$ cat src/rtl/pmsc_pkg.sv
package pmsc_pkg;
	// ----------------------------------------------------------------
	// widths and layouts
	// ----------------------------------------------------------------
	localparam int ADDR_W      = 32;
	localparam int SEL_W       = 16;
	localparam int SEL_RPL_LSB = 0;
	localparam int SEL_TI_BIT  = 2;
	localparam int SEL_IDX_LSB = 3;
	localparam int DESC_SIZE   = 8;
	localparam int GATE_SIZE   = 8;

	// descriptor word 1 fields (upper 32 bits)
	localparam int DSC_DPL_LSB  = 13;
	localparam int DSC_TYPE_LSB = 8;
	localparam int DSC_PRES_BIT = 15;

	// gate type codes
	localparam logic [3:0] TYP_CALL16 = 4'h4;
	localparam logic [3:0] TYP_TASK   = 4'h5;
	localparam logic [3:0] TYP_INT16  = 4'h6;
	localparam logic [3:0] TYP_TRAP16 = 4'h7;
	localparam logic [3:0] TYP_CALL32 = 4'hC;
	localparam logic [3:0] TYP_INT32  = 4'hE;
	localparam logic [3:0] TYP_TRAP32 = 4'hF;

	// task state segment byte offsets
	localparam logic [31:0] TSS_ESP0 = 32'h0000_0004;
	localparam logic [31:0] TSS_SS0  = 32'h0000_0008;
	localparam logic [31:0] TSS_CR3  = 32'h0000_001C;
	localparam logic [31:0] TSS_EIP  = 32'h0000_0020;
	localparam logic [31:0] TSS_FLG  = 32'h0000_0024;
	localparam logic [31:0] TSS_LDT  = 32'h0000_0060;
	localparam int TSS_STK_STRIDE = 8;

	// paging fields
	localparam int PG_DIR_LSB = 22;
	localparam int PG_TBL_LSB = 12;
	localparam int PG_PRES_BIT = 0;

	// reset values
	localparam logic [31:0] RST_ZERO = 32'h0000_0000;
	localparam logic [1:0]  RST_CPL  = 2'h0;

	// fault codes
	localparam logic [2:0] FLT_NONE = 3'h0;
	localparam logic [2:0] FLT_PROT = 3'h1;
	localparam logic [2:0] FLT_PAGE = 3'h2;
	localparam logic [2:0] FLT_NOTP = 3'h3;

	typedef enum logic [1:0] {
		PMSC_OP_ACCESS,
		PMSC_OP_CALL,
		PMSC_OP_INTR,
		PMSC_OP_TASK
	} pmsc_op_t;

	// selector index times descriptor size, plus table base
	function automatic logic [31:0] pmsc_entry(input logic [31:0] base, input logic [15:0] sel);
		pmsc_entry = base + {16'h0000, sel[15:3], 3'h0};
	endfunction
endpackage

$ cat src/rtl/pmsc_priv_chk.sv
`timescale 1ns/1ps
module pmsc_priv_chk
	import pmsc_pkg::*;
(
	// privilege levels
	input  wire logic [1:0] cpl_in,
	input  wire logic [1:0] gate_dpl_in,
	input  wire logic [1:0] tgt_dpl_in,
	input  wire logic       is_gate_in,
	// verdict
	output logic            ok_out,
	output logic            lvl_change_out
);
	// numerically larger level means less privilege
	always_comb begin
		if (is_gate_in) begin
			ok_out = (cpl_in <= gate_dpl_in) && (tgt_dpl_in <= cpl_in);
		end else begin
			ok_out = (cpl_in <= tgt_dpl_in);
		end
		lvl_change_out = is_gate_in && (tgt_dpl_in != cpl_in);
	end
endmodule

$ cat src/rtl/pmsc_pager.sv
`timescale 1ns/1ps
module pmsc_pager
	import pmsc_pkg::*;
(
	// linear address split
	input  wire logic [31:0] lin_in,
	input  wire logic [31:0] dir_base_in,
	input  wire logic [31:0] pde_in,
	input  wire logic [31:0] pte_in,
	// entry addresses and final address
	output logic [31:0]      pde_addr_out,
	output logic [31:0]      pte_addr_out,
	output logic [31:0]      phys_out
);
	always_comb begin
		pde_addr_out = {dir_base_in[31:12], lin_in[31:PG_DIR_LSB], 2'h0};
		pte_addr_out = {pde_in[31:12], lin_in[PG_DIR_LSB-1:PG_TBL_LSB], 2'h0};
		phys_out     = {pte_in[31:12], lin_in[PG_TBL_LSB-1:0]};
	end
endmodule

$ cat src/rtl/pmsc_core.sv
// What this block does
// - after reset the block runs in real-address mode until software sets protection.
// - protection enable flag selects real-address or protected translation.
// - protected accesses always go through a global or local table descriptor.
// - selector splits into index, table-choice bit and requested level.
// - linear address is descriptor base plus supplied offset.
// - segment is reachable only if its level permits the current privilege level; task requests and interrupt task gates are not checked.
// - global table base and local table reference are held in registers.
// - gate calls may only go to same or more privileged code.
// - gate call checks level against gate and target; takes selector and offset from gate.
// - a level-changing gate call loads the new stack from the current state segment.
// - gates carry 16-bit or 32-bit targets in either direction.
// - state segment holds registers, flags, pointer, level 0-2 stacks, local table, page base.
// - task switch saves state, loads task register, fetches new segment, restores, resumes.
// - task gate designates a state segment and causes a task switch.
// - vectors come from internal hardware, external controller or software.
// - vector indexes the interrupt table whose base is held in a register.
// - interrupt and trap gates enter like call gates; task gates by task switch.
// - without paging the linear address is the physical address.
// - with paging the linear address splits into directory, table and frame offsets.
// - directory base comes from a register; entries give table and frame bases.
`timescale 1ns/1ps
module pmsc_core
	import pmsc_pkg::*;
(
	// clock and reset
	input  wire logic        sys_clk_in,
	input  wire logic        arst_n_in,
	// control register writes
	input  wire logic        ctl_wr_in,
	input  wire logic        prot_en_in,
	input  wire logic        paging_en_in,
	input  wire logic [31:0] dir_base_in,
	input  wire logic [31:0] gtab_base_in,
	input  wire logic [31:0] itab_base_in,
	input  wire logic [15:0] ltab_sel_in,
	input  wire logic [31:0] ltab_base_in,
	input  wire logic [15:0] task_sel_in,
	// request
	input  wire logic        req_valid_in,
	output logic             req_ready_out,
	input  wire logic [1:0]  req_op_in,
	input  wire logic [15:0] req_sel_in,
	input  wire logic [31:0] req_off_in,
	input  wire logic [7:0]  req_vec_in,
	input  wire logic [1:0]  req_vec_src_in,
	// memory port
	output logic             mem_rd_out,
	output logic             mem_wr_out,
	output logic [31:0]      mem_addr_out,
	output logic [31:0]      mem_wdata_out,
	input  wire logic        mem_ack_in,
	input  wire logic [31:0] mem_rdata_in,
	// results
	output logic             done_out,
	output logic [2:0]       fault_out,
	output logic [31:0]      phys_addr_out,
	output logic [15:0]      code_sel_out,
	output logic [31:0]      ip_out,
	output logic [15:0]      stack_sel_out,
	output logic [31:0]      stack_ptr_out,
	output logic [1:0]       cpl_out,
	output logic             prot_mode_out,
	output logic             code32_out
);
	// ----------------------------------------------------------------
	// state
	// ----------------------------------------------------------------
	typedef enum logic [3:0] {
		S_IDLE, S_GDESC0, S_GDESC1, S_TDESC0, S_TDESC1,
		S_STK_SP, S_STK_SS, S_SAVE, S_TSS_RD, S_PDE, S_PTE, S_DONE
	} pmsc_st_t;

	pmsc_st_t    st_q, st_d;
	logic        pe_q, pe_d, pg_q, pg_d;
	logic [31:0] cr3_q, cr3_d, gtab_q, gtab_d, itab_q, itab_d, ltab_q, ltab_d;
	logic [15:0] lsel_q, lsel_d, tr_q, tr_d;
	logic [1:0]  cpl_q, cpl_d;
	logic [1:0]  op_q, op_d;
	logic [15:0] sel_q, sel_d;
	logic [31:0] off_q, off_d;
	logic [31:0] w0_q, w0_d, w1_q, w1_d, lin_q, lin_d, pde_q, pde_d;
	logic [31:0] ip_q, ip_d, sp_q, sp_d, phys_q, phys_d;
	logic [15:0] cs_q, cs_d, ss_q, ss_d;
	logic [2:0]  flt_q, flt_d;
	logic [3:0]  cnt_q, cnt_d;
	logic        c32_q, c32_d, gate_q, gate_d;
	logic [31:0] tss_base;
	logic [3:0]  gtype;
	logic        pk_ok, pk_chg;
	logic [31:0] pde_a, pte_a, pg_phys;
	logic [31:0] tss_cur_q, tss_cur_d;

	// ----------------------------------------------------------------
	// helpers
	// ----------------------------------------------------------------
	assign gtype    = w1_q[DSC_TYPE_LSB+3:DSC_TYPE_LSB];
	assign tss_base = {w1_q[31:24], w1_q[7:0], w0_q[31:16]};

	pmsc_priv_chk u_chk (
		.cpl_in         (cpl_q),
		.gate_dpl_in    (w1_q[DSC_DPL_LSB+1:DSC_DPL_LSB]),
		.tgt_dpl_in     (gate_q ? w1_q[DSC_DPL_LSB+1:DSC_DPL_LSB] : w1_q[DSC_DPL_LSB+1:DSC_DPL_LSB]),
		.is_gate_in     (1'b0),
		.ok_out         (pk_ok),
		.lvl_change_out ()
	);

	logic       gk_ok;
	logic [1:0] gate_dpl_q, gate_dpl_d;
	pmsc_priv_chk u_gchk (
		.cpl_in         (cpl_q),
		.gate_dpl_in    (gate_dpl_q),
		.tgt_dpl_in     (w1_q[DSC_DPL_LSB+1:DSC_DPL_LSB]),
		.is_gate_in     (1'b1),
		.ok_out         (gk_ok),
		.lvl_change_out (pk_chg)
	);

	pmsc_pager u_pg (
		.lin_in       (lin_q),
		.dir_base_in  (cr3_q),
		.pde_in       (pde_q),
		.pte_in       (mem_rdata_in),
		.pde_addr_out (pde_a),
		.pte_addr_out (pte_a),
		.phys_out     (pg_phys)
	);

	// segment descriptor address: global or local table by selector bit
	function automatic logic [31:0] seg_desc(input logic [15:0] s, input logic [31:0] g, input logic [31:0] l);
		seg_desc = pmsc_entry(s[SEL_TI_BIT] ? l : g, s);
	endfunction

	// ----------------------------------------------------------------
	// next state
	// ----------------------------------------------------------------
	always_comb begin
		st_d = st_q; pe_d = pe_q; pg_d = pg_q; cr3_d = cr3_q; gtab_d = gtab_q;
		itab_d = itab_q; ltab_d = ltab_q; lsel_d = lsel_q; tr_d = tr_q; cpl_d = cpl_q;
		op_d = op_q; sel_d = sel_q; off_d = off_q; w0_d = w0_q; w1_d = w1_q;
		lin_d = lin_q; pde_d = pde_q; ip_d = ip_q; sp_d = sp_q; phys_d = phys_q;
		cs_d = cs_q; ss_d = ss_q; flt_d = flt_q; cnt_d = cnt_q; c32_d = c32_q;
		gate_d = gate_q; gate_dpl_d = gate_dpl_q;
		mem_rd_out = 1'b0; mem_wr_out = 1'b0; mem_addr_out = RST_ZERO; mem_wdata_out = RST_ZERO;
		req_ready_out = 1'b0;
		if (ctl_wr_in && st_q == S_IDLE) begin
			pe_d = prot_en_in;
			pg_d = paging_en_in;
			cr3_d = dir_base_in;
			gtab_d = gtab_base_in;
			ltab_d = ltab_base_in;
			lsel_d = ltab_sel_in;
			itab_d = itab_base_in;
			tr_d = task_sel_in;
		end
		case (st_q)
			S_IDLE: begin
				req_ready_out = !ctl_wr_in;
				if (req_valid_in && !ctl_wr_in) begin
					op_d = req_op_in; sel_d = req_sel_in; off_d = req_off_in; flt_d = FLT_NONE;
					gate_d = 1'b0;
					if (!pe_q) begin
						lin_d = {12'h000, req_sel_in, 4'h0} + req_off_in;
						st_d = S_DONE;
						phys_d = {12'h000, req_sel_in, 4'h0} + req_off_in;
					end else if (req_op_in == 2'(PMSC_OP_INTR)) begin
						sel_d = {5'h00, req_vec_in, 3'h0}; // any source, same table walk
						st_d = S_GDESC0;
					end else begin
						st_d = S_GDESC0;
					end
				end
			end
			S_GDESC0, S_GDESC1: begin
				mem_rd_out = 1'b1;
				if (op_q == 2'(PMSC_OP_INTR) && !gate_q)
					mem_addr_out = pmsc_entry(itab_q, sel_q) + (st_q == S_GDESC1 ? 32'h4 : 32'h0);
				else if (op_q == 2'(PMSC_OP_TASK) || gtype == TYP_TASK && gate_q)
					mem_addr_out = pmsc_entry(gtab_q, sel_q) + (st_q == S_GDESC1 ? 32'h4 : 32'h0);
				else
					mem_addr_out = seg_desc(sel_q, gtab_q, ltab_q) + (st_q == S_GDESC1 ? 32'h4 : 32'h0);
				if (mem_ack_in) begin
					if (st_q == S_GDESC0) begin
						w0_d = mem_rdata_in; st_d = S_GDESC1;
					end else begin
						w1_d = mem_rdata_in; st_d = S_TDESC0;
					end
				end
			end
			S_TDESC0: begin
				// first descriptor in hand: decide by request kind and descriptor type
				if (!w1_q[DSC_PRES_BIT]) begin
					flt_d = FLT_NOTP; st_d = S_DONE;
				end else if (op_q == 2'(PMSC_OP_TASK) || gate_q && gtype == TYP_TASK) begin
					st_d = S_SAVE; cnt_d = 4'h0;
				end else if (!gate_q && (op_q == 2'(PMSC_OP_CALL) || op_q == 2'(PMSC_OP_INTR))) begin
					gate_dpl_d = w1_q[DSC_DPL_LSB+1:DSC_DPL_LSB];
					if (op_q == 2'(PMSC_OP_CALL) && !pk_ok) begin
						flt_d = FLT_PROT; st_d = S_DONE;
					end else if (gtype == TYP_TASK) begin
						// the gate names a state segment: the second pass runs as a task switch
						sel_d = w0_q[31:16]; op_d = 2'(PMSC_OP_TASK); gate_d = 1'b1; st_d = S_GDESC0;
					end else begin
						// target selector and offset from gate, width by type
						sel_d = w0_q[31:16];
						off_d = {w1_q[31:16], w0_q[15:0]};
						c32_d = gtype[3];
						gate_d = 1'b1; st_d = S_GDESC0;
					end
				end else if (gate_q) begin
					if (!gk_ok) begin
						flt_d = FLT_PROT; st_d = S_DONE;
					end else begin
						cs_d = sel_q; ip_d = off_q;
						if (pk_chg) begin
							cpl_d = w1_q[DSC_DPL_LSB+1:DSC_DPL_LSB]; st_d = S_STK_SP;
						end else begin
							st_d = S_DONE;
						end
					end
				end else begin
					if (!pk_ok) begin
						flt_d = FLT_PROT; st_d = S_DONE;
					end else begin
						lin_d = {w1_q[31:24], w1_q[7:0], w0_q[31:16]} + off_q;
						st_d = S_TDESC1;
					end
				end
			end
			S_TDESC1: begin
				if (pg_q) begin
					st_d = S_PDE;
				end else begin
					phys_d = lin_q; st_d = S_DONE;
				end
			end
			S_PDE, S_PTE: begin
				mem_rd_out = 1'b1;
				mem_addr_out = (st_q == S_PDE) ? pde_a : pte_a;
				if (mem_ack_in) begin
					if (!mem_rdata_in[PG_PRES_BIT]) begin
						flt_d = FLT_PAGE; st_d = S_DONE;
					end else if (st_q == S_PDE) begin
						pde_d = mem_rdata_in; st_d = S_PTE;
					end else begin
						phys_d = pg_phys; st_d = S_DONE;
					end
				end
			end
			S_STK_SP, S_STK_SS: begin
				// new level's stack from the current state segment
				mem_rd_out = 1'b1;
				mem_addr_out = tss_cur_q + (st_q == S_STK_SP ? TSS_ESP0 : TSS_SS0)
					+ {28'h0000000, cpl_q, 2'h0} * 32'(TSS_STK_STRIDE / 4);
				if (mem_ack_in) begin
					if (st_q == S_STK_SP) begin
						sp_d = mem_rdata_in; st_d = S_STK_SS;
					end else begin
						ss_d = mem_rdata_in[15:0]; st_d = S_DONE;
					end
				end
			end
			S_SAVE: begin
				// step 1: save pointer, and code selector at the flags offset, into current state segment
				mem_wr_out = 1'b1;
				mem_addr_out = tss_cur_q + (cnt_q[0] ? TSS_FLG : TSS_EIP);
				mem_wdata_out = cnt_q[0] ? {16'h0000, cs_q} : ip_q;
				if (mem_ack_in) begin
					cnt_d = cnt_q + 4'h1;
					if (cnt_q[0]) begin
						tr_d = sel_q; cnt_d = 4'h0; st_d = S_TSS_RD; // step 2
					end
				end
			end
			S_TSS_RD: begin
				// steps 3-4: restore pointer, page base, local table
				mem_rd_out = 1'b1;
				case (cnt_q[1:0])
					2'h0: mem_addr_out = tss_base + TSS_EIP;
					2'h1: mem_addr_out = tss_base + TSS_CR3;
					default: mem_addr_out = tss_base + TSS_LDT;
				endcase
				if (mem_ack_in) begin
					cnt_d = cnt_q + 4'h1;
					case (cnt_q[1:0])
						2'h0: ip_d = mem_rdata_in;
						2'h1: cr3_d = mem_rdata_in;
						default: begin
							lsel_d = mem_rdata_in[15:0]; st_d = S_DONE; // step 5
						end
					endcase
				end
			end
			S_DONE: st_d = S_IDLE;
			default: st_d = S_IDLE;
		endcase
	end

	// base of current state segment, latched at each switch
	always_comb begin
		tss_cur_d = tss_cur_q;
		if (st_q == S_TSS_RD && cnt_q == 4'h0)
			tss_cur_d = tss_base;
	end

	// ----------------------------------------------------------------
	// registers
	// ----------------------------------------------------------------
	always_ff @(posedge sys_clk_in or negedge arst_n_in) begin
		if (!arst_n_in) begin
			st_q <= S_IDLE; pe_q <= 1'b0; pg_q <= 1'b0;
			cr3_q <= RST_ZERO; gtab_q <= RST_ZERO; itab_q <= RST_ZERO; ltab_q <= RST_ZERO;
			lsel_q <= 16'h0000; tr_q <= 16'h0000; cpl_q <= RST_CPL; op_q <= 2'h0;
			sel_q <= 16'h0000; off_q <= RST_ZERO; w0_q <= RST_ZERO; w1_q <= RST_ZERO;
			lin_q <= RST_ZERO; pde_q <= RST_ZERO; ip_q <= RST_ZERO; sp_q <= RST_ZERO;
			phys_q <= RST_ZERO; cs_q <= 16'h0000; ss_q <= 16'h0000; flt_q <= FLT_NONE;
			cnt_q <= 4'h0; c32_q <= 1'b0; gate_q <= 1'b0; gate_dpl_q <= 2'h0;
			tss_cur_q <= RST_ZERO;
		end else begin
			st_q <= st_d; pe_q <= pe_d; pg_q <= pg_d;
			cr3_q <= cr3_d; gtab_q <= gtab_d; itab_q <= itab_d; ltab_q <= ltab_d;
			lsel_q <= lsel_d; tr_q <= tr_d; cpl_q <= cpl_d; op_q <= op_d;
			sel_q <= sel_d; off_q <= off_d; w0_q <= w0_d; w1_q <= w1_d;
			lin_q <= lin_d; pde_q <= pde_d; ip_q <= ip_d; sp_q <= sp_d;
			phys_q <= phys_d; cs_q <= cs_d; ss_q <= ss_d; flt_q <= flt_d;
			cnt_q <= cnt_d; c32_q <= c32_d; gate_q <= gate_d; gate_dpl_q <= gate_dpl_d;
			tss_cur_q <= tss_cur_d;
		end
	end

	// ----------------------------------------------------------------
	// outputs
	// ----------------------------------------------------------------
	assign done_out      = (st_q == S_DONE);
	assign fault_out     = flt_q;
	assign phys_addr_out = phys_q;
	assign code_sel_out  = cs_q;
	assign ip_out        = ip_q;
	assign stack_sel_out = ss_q;
	assign stack_ptr_out = sp_q;
	assign cpl_out       = cpl_q;
	assign prot_mode_out = pe_q;
	assign code32_out    = c32_q;
endmodule

$ cat config.mk
export PLATFORM = sky130hd
export DESIGN_NAME = pmsc_core
export DESIGN_NICKNAME = d
export VERILOG_FILES = /design/src/rtl/pmsc_pkg.sv /design/src/rtl/pmsc_priv_chk.sv /design/src/rtl/pmsc_pager.sv /design/src/rtl/pmsc_core.sv
export SDC_FILE = /design/constraint.sdc
export NUM_CORES = 1
export LEC_CHECK = 0
export BUFFER_PORTS_ARGS = -buffer_cell sky130_fd_sc_hd__buf_2
export CAP_MARGIN = 15
export CELL_PAD_IN_SITES_DETAIL_PLACEMENT = 1
export CELL_PAD_IN_SITES_GLOBAL_PLACEMENT = 2
export CORE_MARGIN = 3
export CORE_UTILIZATION = 30
export CTS_CLUSTER_SIZE = 20
export DETAILED_ROUTE_END_ITERATION = 10
export PLACE_DENSITY_LB_ADDON = 0.1
export SETUP_SLACK_MARGIN = 0.5
export SYNTH_ARGS = -nofsm -noshare
export SYNTH_HDL_FRONTEND = slang
export SYNTH_SLANG_ARGS = --single-unit
$ cat constraint.sdc
create_clock -name sys_clk_in -period 8.7 [get_ports sys_clk_in]
set_input_delay 0.435 -clock sys_clk_in [delete_from_list [all_inputs] [get_ports sys_clk_in]]
set_output_delay 0.435 -clock sys_clk_in [all_outputs]
set_load 0.005 [all_outputs]
==> impl_metrics.toml, run 1 <==
[outcome]
outcome = "completed"

[setup_path]
crit_arrival_ns = 5.73
r2r_end = "lin_q[17]"
r2r_cells = 9
worstPathMaxFanout = 21
start_kind = "register"
cp-end-kind = "output pin"
r2r-start = "st_q[0]"
crit_type = "register to output pin"
crit_required_ns = 8.27
ff2ff_setup_slack_ns = 4.50

[min_path]
hold_class = "primary input to register"
hold_depth = 2
min_to = "ltab_q[22]"
hp-start = "ltab_base_in[22]"

[place]
dp_slack_ns = 3.20
placed_area_sq_um = 31700
numPortBuffers = 414
gp_congestion = 0.896
dp_cells = 4484
place_hpwl_mm = 95.9

[drt]
wl_per_cell_um = 27.2
drt_iter0_markers = 1716
vias = 24987
viasPerCell = 5.42
antenna_left = 0
drtPass1Iterations = 7
totalWireLength_mm = 125
drcViolationCount = 0

[timing]
tns_ns = 0
finalSetupViolations = 0
finalCritPeriodShare = 0.709
relSlewSlack = 0.181
setup_slack_ns = 2.53
hold_viol_final = 0
finClkSkew_ns = 0.0172
rsz0062_at_grt = "no"
whs_ns = 0.0379
fmax_mhz = 162
worst_pin_slew_ns = 1.23
drv_slew = 0
period_minus_slack_ns = 6.17

[clock_network]
cts_tree = "yes"
clockBufferDepth = 3
clk-insertion-delay-late_ns = 0.64
cts_inserted_buffers = 56
hold_buffers = 22
path_clk_slew_ns = 0.06
post-cts-setup-buffers = 0
cts-root-buf = "clkbuf_16"
cts_resized = 0
clock_sinks = 459
cts.htree.levels = 2

[floorplan]
die_y_um = 313
io_pins = 462
coreArea_sq_um = 92500
start_util = 0.306
std_cell_rows = 111
fp.dieW_um = 313
design.die.area_sq_um = 97900

[cells_and_area]
mostFrequentLayoutCell = "dfrtp_1"
drive_above_1_share = 0.253
finalInstanceArea_sq_um = 33900
stdcell_count = 4612
multiInputGateArea_sq_um = 16000
seq_area_sq_um = 11500
nets = 3697
area_delta_synth_final_pct = 19.8
fill_cells = 10641
layout_common_cells = "dfrtp_1, buf_2, nand2_1, mux2_2, nor2_1"
utilization = 0.366

[synth]
ys_ff_latch = 459
synth_nets = 3323
synth_warnings = 0
ys.flop_type = "dfrtp_1"
synth_area_sq_um = 28300
yosysUniqueCellTypes = 97
ys_seq_area_frac = 0.406
synth_area_per_cell_sq_um = 9.59
synth_edf_count = 0
synthArstFlopShare = 1.00
netlist_instances = 2948

[grt]
grt_pass1_vias = 26672
grt_usage = 0.251
grt_pass1_wl_mm = 185
antenna_found_initial = 9
grt_max_degree = 147
grt-ovfl-total = 0

[power]
power_mw = 14.1
power_density_nw_per_um2 = 417
vdd_drop_max_mv = 0.172
p_leak_nw = 15.7

[run]
maxCapViolations = 0
[routing by layer]
layer | global-route usage | vias to the layer above | wire length [um]
met1 | 0.348 | 12889 | 58900
li1 | - | 11429 | -
met5 | 0 | - | 51
met2 | 0.415 | 526 | 58700
met3 | 0.0374 | 135 | 5120
met4 | 0.0502 | 8 | 2540
[sequential cells by signal, summed over array words and instances (netlist names), 2 cells and up]
signal and count:
gtab_q 32, ip_out 32, itab_q 32, lin_q 32, ltab_q 32, off_q 32
phys_addr_out 32, stack_ptr_out 32, tss_cur_q 32, w0_q 32, w1_q 31, cr3_q 20
pde_q 20, code_sel_out 16, sel_q 16, stack_sel_out 16, cnt_q 4, st_q 4
cpl_out 2, fault_out 2, gate_dpl_q 2, op_q 2
[synth_stat cells (30+ instances only)]
| cell type | n | area share |
|---|---|---|
| a21oi_1 | 168 | 0.030 |
| a31oi_1 | 57 | 0.013 |
| inv_1 | 53 | 0.0070 |
| and3_1 | 38 | 0.0084 |
| xnor2_1 | 87 | 0.027 |
| nand2_1 | 327 | 0.043 |
| mux2_2 | 258 | 0.10 |
| o21ai_1 | 42 | 0.0074 |
| ha_1 | 108 | 0.048 |
| nand4_1 | 30 | 0.0066 |
| a22oi_1 | 35 | 0.0093 |
| mux2i_1 | 99 | 0.035 |
| a21o_1 | 36 | 0.0096 |
| xor2_1 | 88 | 0.027 |
| dfrtp_1 | 459 | 0.41 |
| nand3_1 | 77 | 0.014 |
| nand2b_1 | 39 | 0.0086 |
| nor2_1 | 216 | 0.029 |
| o21ai_0 | 188 | 0.033 |
| nor3_1 | 52 | 0.0092 |
| clkbuf_1 | 112 | 0.015 |
[power breakdown]
part | internal [mW] | switching (mW)
clock | 1.53 | 1.00
sequential | 3.09 | 1.25
combinational | 2.90 | 4.37
total | 7.51 | 6.61
[cells by family after synthesis]
family,synth area share
AOI/OAI and AO/OA,0.167
xor gates and xnor gates,0.0542
adders and majority gates,0.0535
buffers and inverters,0.0302
DFF,0.406
muxes,0.148
other,0.000133
and+or+nand+nor,0.141
[worst max path at each step]
stage | startpoint | to | slack [ns] | depth (start not counted)
5_1_grt | st_q[0] | mem_addr_out[27] | 1.99 | 16
3_3_place_gp | st_q[0] | mem_addr_out[27] | 3.23 | 16
3_5_place_dp | st_q[0] | mem_addr_out[27] | 3.20 | 16
6_report | st_q[0] | mem_addr_out[27] | 2.53 | 16
2_1_floorplan | sel_q[2] | mem_addr_out[29] | 4.16 | 16
4_1_cts | st_q[0] | mem_addr_out[27] | 2.46 | 16
[cell type report]
cell class / count / area share
clock inverter: 24 / 0.0112
tap: 1243 / 0.0459
timing repair buffer: 478 / 0.0781
inverter: 55 / 0.00610
clock buffer: 76 / 0.0463
sequential: 459 / 0.339
multi-input combinational: 2272 / 0.473
antenna: 5 / 0.000369
[worst max-delay path: stages (launching register included)]
cell,delay [ns]
dfrtp_1,0.85
nand2b_1,0.28
nor2_1,0.32
inv_1,0.13
fa_1,0.51
ha_1,0.21
fa_1,0.23
a21oi_1,0.12
nor2_1,0.50
nand4_1,0.32
nor4_1,0.36
xor2_1,0.11
a222oi_1,0.31
o21ai_0,0.21
a221oi_1,0.32
o21ai_1,0.17
buf_2,0.17
Note: power is estimated with default switching activity, not from simulation.
==> run 2: changes to the inputs <==
==> constraint.sdc (replaced) <==
create_clock -name sys_clk_in -period 5.3 [get_ports sys_clk_in]
set_input_delay 0.265 -clock sys_clk_in [delete_from_list [all_inputs] [get_ports sys_clk_in]]
set_output_delay 0.265 -clock sys_clk_in [all_outputs]
set_load 0.005 [all_outputs]
==> impl_metrics.toml, run 2 (synthesis results as in run 1) <==
[outcome]
outcome = "completed"

[timing]
rsz0062_at_grt = "yes"
period_minus_slack_ns = 4.66
whs_ns = 0.0218
tns_ns = 0
fmax_mhz = 215
relSlewSlack = 0.234
worst_pin_slew_ns = 1.15
setup_slack_ns = 0.638
finalCritPeriodShare = 0.880
hold_viol_final = 0
finClkSkew_ns = 0.0432
drv_slew = 0
finalSetupViolations = 0

[drt]
viasPerCell = 5.38
wl_per_cell_um = 26.8
drcViolationCount = 0
vias = 25833
drt_iter0_markers = 1789
antenna_left = 0
totalWireLength_mm = 129
drtPass1Iterations = 5

[setup_path]
crit_type = "register to output pin"
cp_top_family = "compound AO/OA/AOI/OAI gates"
path_cells = "buf_6, nor4b_4, buf_4, nand2_1, fa_2, nor2b_2, o2111ai_2, a21oi_2, o21ai_0, o21ai_0, a21o_1, a21oi_1, xor2_1, o21ai_0, buf_2"
crit_arrival_ns = 4.40
crit_required_ns = 5.04
slowest_stage = "o21ai_0"
r2r-start = "st_q[2]"
critPathCapture = "mem_addr_out[16]"
path_buf_inv = 3
r2r_end = "tss_cur_q[21]"
cp.depth = 15
worstPathMaxFanout = 16
startpoint = "st_q[2]"
cp-end-kind = "output pin"
cp_common_cell = "o21ai_0"
start_kind = "register"
r2r_cells = 7
slowest_delay_ns = 0.45
ff2ff_setup_slack_ns = 1.78

[cells_and_area]
area_delta_synth_final_pct = 27.3
stdcell_count = 4803
nets = 3889
mostFrequentLayoutCell = "dfrtp_1"
layout_common_cells = "dfrtp_1, buf_2, nand2_1, mux2_2, nor2_1"
drive_above_1_share = 0.264

[clock_network]
cts-root-buf = "clkbuf_16"
path_clk_slew_ns = 0.06
cts_tree = "yes"
clk-insertion-delay-late_ns = 0.66
cts.htree.levels = 2
clock_sinks = 459
cts_inserted_buffers = 55
clockBufferDepth = 3

[grt]
grt_max_degree = 121
antenna_found_initial = 5
grt_pass1_vias = 27587
grt_pass1_wl_mm = 188
grt-ovfl-total = 0
grt_usage = 0.256

[floorplan]
coreArea_sq_um = 92500
std_cell_rows = 111
io_pins = 462
fp.dieW_um = 313
start_util = 0.306
die_y_um = 313
design.die.area_sq_um = 97900

[min_path]
hold_depth = 3
hp-start = "mem_rdata_in[12]"
hold_class = "primary input to register"

[run]
maxCapViolations = 0

[power]
p_sw_frac = 0.470
p_clk_frac = 0.171
p_int_mw = 12.6
p_leak_nw = 16.7
power_density_nw_per_um2 = 658
pwr-share-comb = 0.535
p_seq_frac = 0.294
p_sw_mw = 11.1
vdd_drop_max_mv = 0.363
power_mw = 23.7

[place]
numPortBuffers = 414
dp_slack_ns = 0.761
gp_congestion = 0.872
dp_cells = 4502
place_hpwl_mm = 97.4
==> run 2: layer usage <==
metal / share of wire / up-vias / track usage
met5: 0.00010 / - / 0
met4: 0.032 / 2 / 0.0782
met3: 0.048 / 164 / 0.0380
met2: 0.46 / 679 / 0.421
met1: 0.46 / 13166 / 0.348
li1: - / 11822 / -
==> run 2: worst min-delay path by stage <==
| stage | endpoint | slack, ns |
|---|---|---|
| after floorplan | cnt_q[0] | -0.03 |
| after detailed placement | ip_out[8] | 0.30 |
| final | cr3_q[12] | 0.02 |
| after global routing | cr3_q[12] | 0.01 |
| after global placement | ip_out[8] | 0.30 |
| after CTS | ip_out[0] | 0.01 |
==> run 2: worst register-to-register path, stage by stage, from the launching register on <==
cell and delay, ns:
dfrtp_1 0.42, buf_6 0.19, nand2b_1 0.37, nor3_4 0.49
buf_4 0.44, nand2_1 0.15, or3_2 0.84, mux2_1 0.51
==> run 2: repair_timing <==
| item | in CTS | in global routing |
|---|---|---|
| pin swaps | 10 | 27 |
| setup endpoints to repair | 19 | 23 |
| setup buffers | 5 | 17 |
| hold buffers | 174 | 0 |
| resized for setup | 24 | 34 |
| endpoints found under the hold margin | 260 | 0 |
==> run 2: area by class of cell <==
class	count	area, sq um
Clock inverter	26	357
Sequential cell	459	11500
Clock buffer	76	1580
Fill cell	10516	56500
Tap cell	1243	1560
Inverter	55	206
Multi-Input combinational cell	2272	16300
Timing Repair Buffer	671	4530
Antenna cell	1	2.50
==> run 2: per-stage QoR <==
stage,cell area [sq um],util
after floorplan,28300,-
after global placement,31800,0.344
after detailed placement,31800,0.344
after CTS,35700,0.386
after global routing,36000,0.389
final,36000,0.389
==> run 2: power groups by stage <==
| stage | clock (mW) | sequential [mW] | combinational, mW |
|---|---|---|---|
| global route | 4.30 | 7.17 | 13.9 |
| detailed placement | 0 | 7.03 | 12.2 |
| finish | 4.05 | 6.97 | 12.7 |
| global placement | 0 | 6.98 | 12.0 |
| floorplan | 0 | 6.10 | 7.80 |
| CTS | 4.17 | 6.99 | 12.5 |
